--- config.mk ---
export PLATFORM = sky130hd
export DESIGN_NAME = spwm_top
export DESIGN_NICKNAME = d
export VERILOG_FILES = /design/src/hw/spwm_pkg.sv /design/src/hw/spwm_top.sv
export SDC_FILE = /design/constraint.sdc
export NUM_CORES = 1
export LEC_CHECK = 0
export ABC_AREA = 1
export BUFFER_PORTS_ARGS = -buffer_cell sky130_fd_sc_hd__buf_4
export CORE_MARGIN = 5
export CORE_UTILIZATION = 56
export DETAILED_ROUTE_END_ITERATION = 10
export HOLD_SLACK_MARGIN = 0.03
export PLACE_DENSITY = 0.87
export SKIP_LAST_GASP = 1
export SLEW_MARGIN = 10
export SYNTH_ARGS = -nofsm -noshare
export SYNTH_HDL_FRONTEND = slang
export SYNTH_SLANG_ARGS = --single-unit
--- constraint.sdc ---
create_clock -name pclk -period 4.1 [get_ports pclk]
set_input_delay 0 -clock pclk [delete_from_list [all_inputs] [get_ports pclk]]
set_output_delay 0 -clock pclk [all_outputs]
set_load 0.005 [all_outputs]
--- src/hw/spwm_pkg.sv ---
// package of the single channel modulator: register map, reset values, state record
// assumes an apb master with 32-bit data and byte addresses on paddr[7:0]
`default_nettype none
package spwm_pkg;
    // ************************************************
    // register byte offsets
    // ************************************************
    localparam logic [7:0] OFS_CTRL = 8'h00; // run, load, port latch
    localparam logic [7:0] OFS_CTRL3 = 8'h04; // modulator_control_three
    localparam logic [7:0] OFS_PER_LO = 8'h08; // period_low_byte holding
    localparam logic [7:0] OFS_PER_HI = 8'h0C; // period_high_byte holding
    localparam logic [7:0] OFS_CMP_LO = 8'h10; // compare_low_byte holding
    localparam logic [7:0] OFS_CMP_HI = 8'h14; // compare_high_byte holding
    localparam logic [7:0] OFS_STATUS = 8'h18; // sticky underflow flag, write one to clear
    localparam logic [7:0] OFS_MASK = 8'h1C; // interrupt mask
    localparam logic [7:0] OFS_COUNT = 8'h20; // live counter value
    // ************************************************
    // field positions
    // ************************************************
    localparam int CTRL_RUN = 0;
    localparam int CTRL_LOAD = 1;
    localparam int CTRL_LATCH = 2;
    localparam int STAT_UF = 0;
    // ************************************************
    // values
    // ************************************************
    localparam logic [9:0] CMP_ALL_ZERO = 10'h000; // output always high
    localparam logic [9:0] CMP_ALL_ONE = 10'h3FF; // output always low
    localparam logic [9:0] RST_TEN = 10'h000; // reset of ten-bit fields
    localparam logic [1:0] RST_PRESC = 2'h0; // divide by one
    localparam logic OUT_RST = 1'b1; // internal output high after reset
    // ************************************************
    // whole state of the block
    // ************************************************
    typedef struct packed {
        logic run; // counter_run_bit
        logic load; // transfer request
        logic latch; // shared port latch bit
        logic [1:0] presc; // prescale_select
        logic [2:0] pre_cnt; // prescaler count
        logic [9:0] per_hold; // period holding
        logic [9:0] cmp_hold; // compare holding
        logic [9:0] per_act; // period_reload_value
        logic [9:0] cmp_act; // active compare
        logic [9:0] cnt; // down counter
        logic out; // channel_zero_output
        logic pin; // output_port_pin
        logic flag; // underflow_flag
        logic mask; // interrupt mask
        logic irq; // interrupt line
        logic [31:0] prdata; // read data
        logic pready; // access done
        logic pslverr; // unmapped address
    } spwm_state_t;
endpackage
`default_nettype wire

--- src/hw/spwm_top.sv ---
// single channel pulse width modulator with apb register access
// assumes pclk at 250 MHz, asynchronous active-low presetn, apb master on the same clock
`default_nettype none
module spwm_top
    import spwm_pkg::*;
(
    input wire logic pclk,
    input wire logic presetn,
    input wire logic clk_en,
    input wire logic psel,
    input wire logic penable,
    input wire logic pwrite,
    input wire logic [7:0] paddr,
    input wire logic [31:0] pwdata,
    output logic [31:0] prdata,
    output logic pready,
    output logic pslverr,
    output logic irq,
    output logic channel_zero_output,
    output logic output_port_pin
);
    // ************************************************
    // state and next state
    // ************************************************
    spwm_state_t st_ff; // registered state
    spwm_state_t nxt_st; // next state
    logic tick; // one counter clock
    logic uf; // underflow on this tick
    logic acc; // apb access phase
    logic wr; // write taken this cycle
    logic [2:0] pre_top; // last prescaler count
    logic [9:0] nxt_cnt; // counter after tick
    logic [9:0] use_per; // period in force after tick
    logic [9:0] use_cmp; // compare in force after tick

    // ************************************************
    // prescaler
    // ************************************************
    // prescaler terminal count
    always_comb begin
        case (st_ff.presc)
            2'h0: pre_top = 3'h0;
            2'h1: pre_top = 3'h1;
            2'h2: pre_top = 3'h3;
            default: pre_top = 3'h7;
        endcase
    end

    // counter clock and underflow strobes; a count left above the top by a slower setting ticks at once
    assign tick = st_ff.run && (st_ff.pre_cnt >= pre_top);
    assign uf = tick && (st_ff.cnt == RST_TEN);
    assign acc = psel && penable && !st_ff.pready;
    assign wr = acc && pwrite;

    // ************************************************
    // next state
    // ************************************************
    always_comb begin
        nxt_st = st_ff;
        // transfer holding to active at underflow when requested
        use_per = (uf && st_ff.load) ? st_ff.per_hold : st_ff.per_act;
        use_cmp = (uf && st_ff.load) ? st_ff.cmp_hold : st_ff.cmp_act;
        // down count, reload on underflow
        nxt_cnt = uf ? use_per : st_ff.cnt - 10'h001;
        // prescaler runs only with run set
        if (st_ff.run) begin
            nxt_st.pre_cnt = tick ? 3'h0 : st_ff.pre_cnt + 3'h1;
        end
        // counter and output step only on a counter clock, so clearing run freezes them
        if (tick) begin
            nxt_st.cnt = nxt_cnt;
            nxt_st.per_act = use_per;
            nxt_st.cmp_act = use_cmp;
            // high while count is at or above compare: period-compare+1 clocks
            nxt_st.out = (use_cmp != CMP_ALL_ONE) && (nxt_cnt >= use_cmp);
        end
        if (uf && st_ff.load) begin
            nxt_st.load = 1'b0;
        end
        // sticky flag, set wins over clear
        nxt_st.flag = st_ff.flag || uf;
        // ************************************************
        // register access
        // ************************************************
        // apb handshake: answer in the second access cycle
        nxt_st.pready = acc;
        nxt_st.pslverr = 1'b0;
        if (acc) begin
            nxt_st.prdata = 32'h0000_0000;
            if (paddr == OFS_CTRL) begin
                nxt_st.prdata[CTRL_RUN] = st_ff.run;
                nxt_st.prdata[CTRL_LOAD] = st_ff.load;
                nxt_st.prdata[CTRL_LATCH] = st_ff.latch;
                if (pwrite) begin
                    nxt_st.run = pwdata[CTRL_RUN];
                    nxt_st.load = pwdata[CTRL_LOAD] || nxt_st.load;
                    nxt_st.latch = pwdata[CTRL_LATCH];
                end
            end else if (paddr == OFS_CTRL3) begin
                nxt_st.prdata[1:0] = st_ff.presc;
                if (pwrite) begin
                    nxt_st.presc = pwdata[1:0];
                end
            end else if (paddr == OFS_PER_LO) begin
                nxt_st.prdata[7:0] = st_ff.per_hold[7:0];
                if (pwrite) begin
                    nxt_st.per_hold[7:0] = pwdata[7:0];
                end
            end else if (paddr == OFS_PER_HI) begin
                nxt_st.prdata[1:0] = st_ff.per_hold[9:8];
                if (pwrite) begin
                    nxt_st.per_hold[9:8] = pwdata[1:0];
                end
            end else if (paddr == OFS_CMP_LO) begin
                nxt_st.prdata[7:0] = st_ff.cmp_hold[7:0];
                if (pwrite) begin
                    nxt_st.cmp_hold[7:0] = pwdata[7:0];
                end
            end else if (paddr == OFS_CMP_HI) begin
                nxt_st.prdata[1:0] = st_ff.cmp_hold[9:8];
                if (pwrite) begin
                    nxt_st.cmp_hold[9:8] = pwdata[1:0];
                end
            end else if (paddr == OFS_STATUS) begin
                nxt_st.prdata[STAT_UF] = st_ff.flag;
                if (pwrite && pwdata[STAT_UF] && !uf) begin
                    nxt_st.flag = 1'b0;
                end
            end else if (paddr == OFS_MASK) begin
                nxt_st.prdata[STAT_UF] = st_ff.mask;
                if (pwrite) begin
                    nxt_st.mask = pwdata[STAT_UF];
                end
            end else if (paddr == OFS_COUNT) begin
                nxt_st.prdata[9:0] = st_ff.cnt;
            end else begin
                // unmapped: read zero, error answer
                nxt_st.pslverr = 1'b1;
            end
            // a write answer carries no data
            if (pwrite) begin
                nxt_st.prdata = 32'h0000_0000;
            end
        end
        // registered outputs from next values
        nxt_st.irq = nxt_st.flag && nxt_st.mask;
        nxt_st.pin = nxt_st.latch && nxt_st.out;
    end

    // ************************************************
    // state register
    // ************************************************
    always_ff @(posedge pclk or negedge presetn) begin
        if (!presetn) begin
            st_ff <= '0;
            st_ff.presc <= RST_PRESC;
            st_ff.out <= OUT_RST;
        end else if (clk_en) begin
            st_ff <= nxt_st;
        end
    end

    // ************************************************
    // outputs, straight from the state flip-flops
    // ************************************************
    assign prdata = st_ff.prdata;
    assign pready = st_ff.pready;
    assign pslverr = st_ff.pslverr;
    assign irq = st_ff.irq;
    assign channel_zero_output = st_ff.out;
    assign output_port_pin = st_ff.pin;
endmodule
`default_nettype wire

==> metrics.md <==
| Metric | Value |
|---|---|
| EDFF count, synth | 0 |
| Yosys top cell by area | dfrtp_1 |
| Post-synth top area share | 41.25% |
| DR WL/cell | 15.49 um |
| H-tree Lvls | 3 |
| Cell mode on critical path | nand2_1 |
| Psw | 0.4232 mW |
| Number of remaining DRC errors | 0 |
| Grt ovf | 0 |
| CTS Sinks | 75 |
| Fin Clk Skew | 0.009815 ns |
| End of the worst hold path | pslverr |
| Iteration-0 DRC Markers | 407 |
| Clock transition at the registers of the reported paths | 0.09 ns |
| GRT Overall Usage | 23.46% |
| Final Setup Violations | 0 |
| Synthesis-to-finish area growth | 10.59% |
| Crit Path Class | reg -> reg |
| Crit path max fanout | 14 |
| Arrival @ worst endpoint | 3.99 ns |
| Core area | 7767 sq um |
| Die Area | 9907 sq um |
| Reg2Reg Depth | 20 |
| Post-DP HPWL | 8321 um |
| Fillers | 649 |
| Top Metal Used | met4 |
| Largest net degree at the start of global routing | 76 |
| Library cells used by synthesis | 42 |
| Post-Route WL | 11200 um |
| Synth top area cells | dfrtp_1 41%, nand2_1 12%, o21ai_0 7.1%, inv_1 5.9%, buf_4 5.5% |
| Sequential share of power | 50.8% |
| Hold_sp | psel |
| Vias in the first global route | 3771 |
| Ratio of cells with drive above 1 in the final layout | 11.92% |
| Pwr per Cell Area | 308.5 nW/um^2 |
| Slowest-stage cell, CP | dfrtp_1 |
| # rows | 32 |
| YS warnings | 0 |
| Cell count after synthesis | 583 |
| Max Slew Vio Count | 0 |
| Final min period | 3.685 ns |
| Crit path largest cell delay | 0.41 ns |
| Routed met3 length | 961 um |
| Most common cell in the netlist | nand2_1 |
| Post-Syn Area | 4489 sq um |
| Top delay family on crit path | simple AND/OR/NAND/NOR gates |
| Yosys reg bits | 75 |
| Global-route wire length before repair | 18350 um |
| Fin. Hold Viols | 0 |
| First drt pass iteration count | 6 |
| Final period util | 89.87% |
| F_max | 271.4 MHz |
| Vias per cell | 5.533 |
| Share of the yosys chip area belonging to registers | 41.83% |
| Maxcap violations | 0 |
| Final core occ | 63.92% |
| Worst-Skew Late Latency | 0.36 ns |
| Maximum vdd drop | 0.2265 mV |
| CP Cell Sequence | or2_2 > ha_1 > nand3_1 > nand3_1 > nand2_2 > nor2_4 > inv_1 > o21ai_0 > o21ai_0 > ha_1 > nand2_1 > nor4_1 > nand3_1 > nand4_1 > nand3_1 > inv_1 > nand2_1 > nand2_1 > nand2_1 > nand2_1 |
| Critical path launch point type | flip-flop |
| Initial Utilization | 57.80% |
| Non-filler cells in the finished layout | 723 |
| Hold Path Class | in -> reg |
| Antenna violation net count after detailed routing | 0 |
| RR Endpoint | output_port_pin |
| # diodes | 0 |
| Max Buffers Root-to-Sink | 2 |
| Async SR Flop Fraction | 100.0% |
| CTS buffer count | 9 |
| Setup TNS | 0 ns |
| RD Place Congestion | 0.9943 |
| Top Ports | 83 |
| Status | completed |
| Buffers added on ports | 36 |
| Most frequent cells after synthesis | 146 x nand2_1, 74 x dfrtp_1, 71 x inv_1 |
| RR Startpoint | st_ff[93] |
| Placed Instances | 697 |
| Setup bufs post-CTS | 0 |
| Slew @ Worst Pin | 0.9269 ns |
| CTS Root Cell | clkbuf_8 |
| Clk pwr share | 38.5% |
| Buf+Inv Stages, Crit Path | 2 |
| Int Pwr | 1.108 mW |
| R2R setup slack | 0.42 ns |
| Switch share | 27.63% |
| Final #Nets | 678 |
| Vias | 4000 |
| M1 WL | 4688 um |
| Chip Height | 99.54 um |
| Leakage | 2.484 nW |
| Relative slew slack | 38.21% |
| RSZ-0062 raised after global routing | false |
| Met2 WL | 5285 um |
| Logic pwr share | 10.7% |
| Critical Path RT | 4.41 ns |
| Worst hold stages | 3 |
| Syn Area/Cell | 7.700 sq um |
| Antenna violations before repair | 0 |
| Crit path capture type | flip-flop |
| Ys flop type | dfrtp_1 |
| CTS tree | yes |
| Die X | 99.54 um |
==> sequential cells by signal (all words and copies together), names as in the netlist <==
signal,flops
output_port_pin,1
irq,1
pslverr,1
channel_zero_output,1
pready,1
st_ff,60
prdata,10
==> area by class of cell <==
cell class	count	area (sq um)	area share [%]
clock buffer	9	123.9	2.495
clock inverter	7	76.32	1.537
inverter	76	285.3	5.746
tap	102	127.6	2.571
multi-input combinational	407	2096	42.21
sequential	75	1878	37.83
timing repair buffer	47	377.9	7.611
==> metrics by stage <==
step                cell area (sq um)  total power, mW  hold WS [ns]  worst slack, ns
floorplan                        4568           0.8909       -0.2956            1.142
global route                     4965            1.592       0.06162          0.06595
CTS                              4965            1.532       0.03001           0.4798
detailed placement               4664           0.9455        0.1969           0.5154
finish                           4965            1.531       0.02841           0.4155
global placement                 4664           0.9354        0.1966           0.5725
==> timing repair <==
| item | in CTS | in global routing |
|---|---|---|
| hold buffers | 10 | 0 |
| hold endpoints to repair | 104 | 0 |
| gates resized for setup | 0 | 0 |
==> worst max path at each step <==
stage | from | end | depth (start not counted)
final | st_ff[93] | output_port_pin | 20
after CTS | st_ff[93] | output_port_pin | 20
after detailed placement | st_ff[93] | output_port_pin | 20
after floorplan | st_ff[93] | output_port_pin | 20
after global routing | st_ff[93] | output_port_pin | 20
after global placement | st_ff[93] | output_port_pin | 20
==> layout by cell type (no fill, tap or decap), types with 2 or more instances in the layout <==
cell type,n
a211oi_1,2
a21oi_1,21
a22o_1,2
buf_4,37
clkbuf_8,9
clkinvlp_4,2
conb_1,22
dfrtp_1,74
dlygate4sd3_1,10
ha_1,16
inv_1,71
inv_2,5
inv_6,2
mux2i_1,6
nand2_1,146
nand2_2,3
nand3_1,29
nand4_1,4
nor2_1,38
nor2_2,4
nor2_4,3
nor3_1,3
nor4_1,3
o211ai_1,3
o21ai_0,64
o21ai_1,11
o221ai_1,2
o22ai_1,2
o31ai_1,3
xor2_1,8
==> power groups by stage <==
| stage | Combinational, mW | Clock [mW] | Sequential [mW] |
|---|---|---|---|
| finish | 0.164 | 0.590 | 0.778 |
| detailed placement | 0.154 | 0 | 0.792 |
| global route | 0.186 | 0.627 | 0.780 |
| global placement | 0.145 | 0 | 0.791 |
| CTS | 0.162 | 0.593 | 0.777 |
| floorplan | 0.103 | 0 | 0.788 |
==> logic make-up (layout without fill, tap and decap cells) <==
| kind of cell | Yosys count | count (layout) | synth area share [%] |
|---|---|---|---|
| other | 1 | 22 | 0.08353 |
| multiplexers | 7 | 7 | 1.589 |
| AND/OR/NAND/NOR | 238 | 238 | 23.02 |
| adder cells (fa/ha/maj) | 16 | 16 | 4.459 |
| AO/OA/AOI/OAI | 116 | 116 | 14.21 |
| flip-flops | 75 | 75 | 41.83 |
| buffers and inverters | 122 | 139 | 13.24 |
| XOR/XNOR | 8 | 8 | 1.561 |
==> worst reg2reg max path: cells and delay by family (launching register included) <==
| kind | cells | cell delay, ns |
|---|---|---|
| buffers and inverters | 2 | 0.33 |
| AOI/OAI and AO/OA | 2 | 0.30 |
| adders and majority gates | 2 | 0.61 |
| DFF | 1 | 0.41 |
| and+or+nand+nor | 14 | 1.98 |
==> metal layers <==
metal | vias to the layer above | track usage, %
met5 | - | 0
met4 | 0 | 7.143
met3 | 31 | 5.891
met2 | 189 | 38.38
met1 | 1869 | 30.80
li1 | 1911 | -
(Power assumes the default switching activity.)
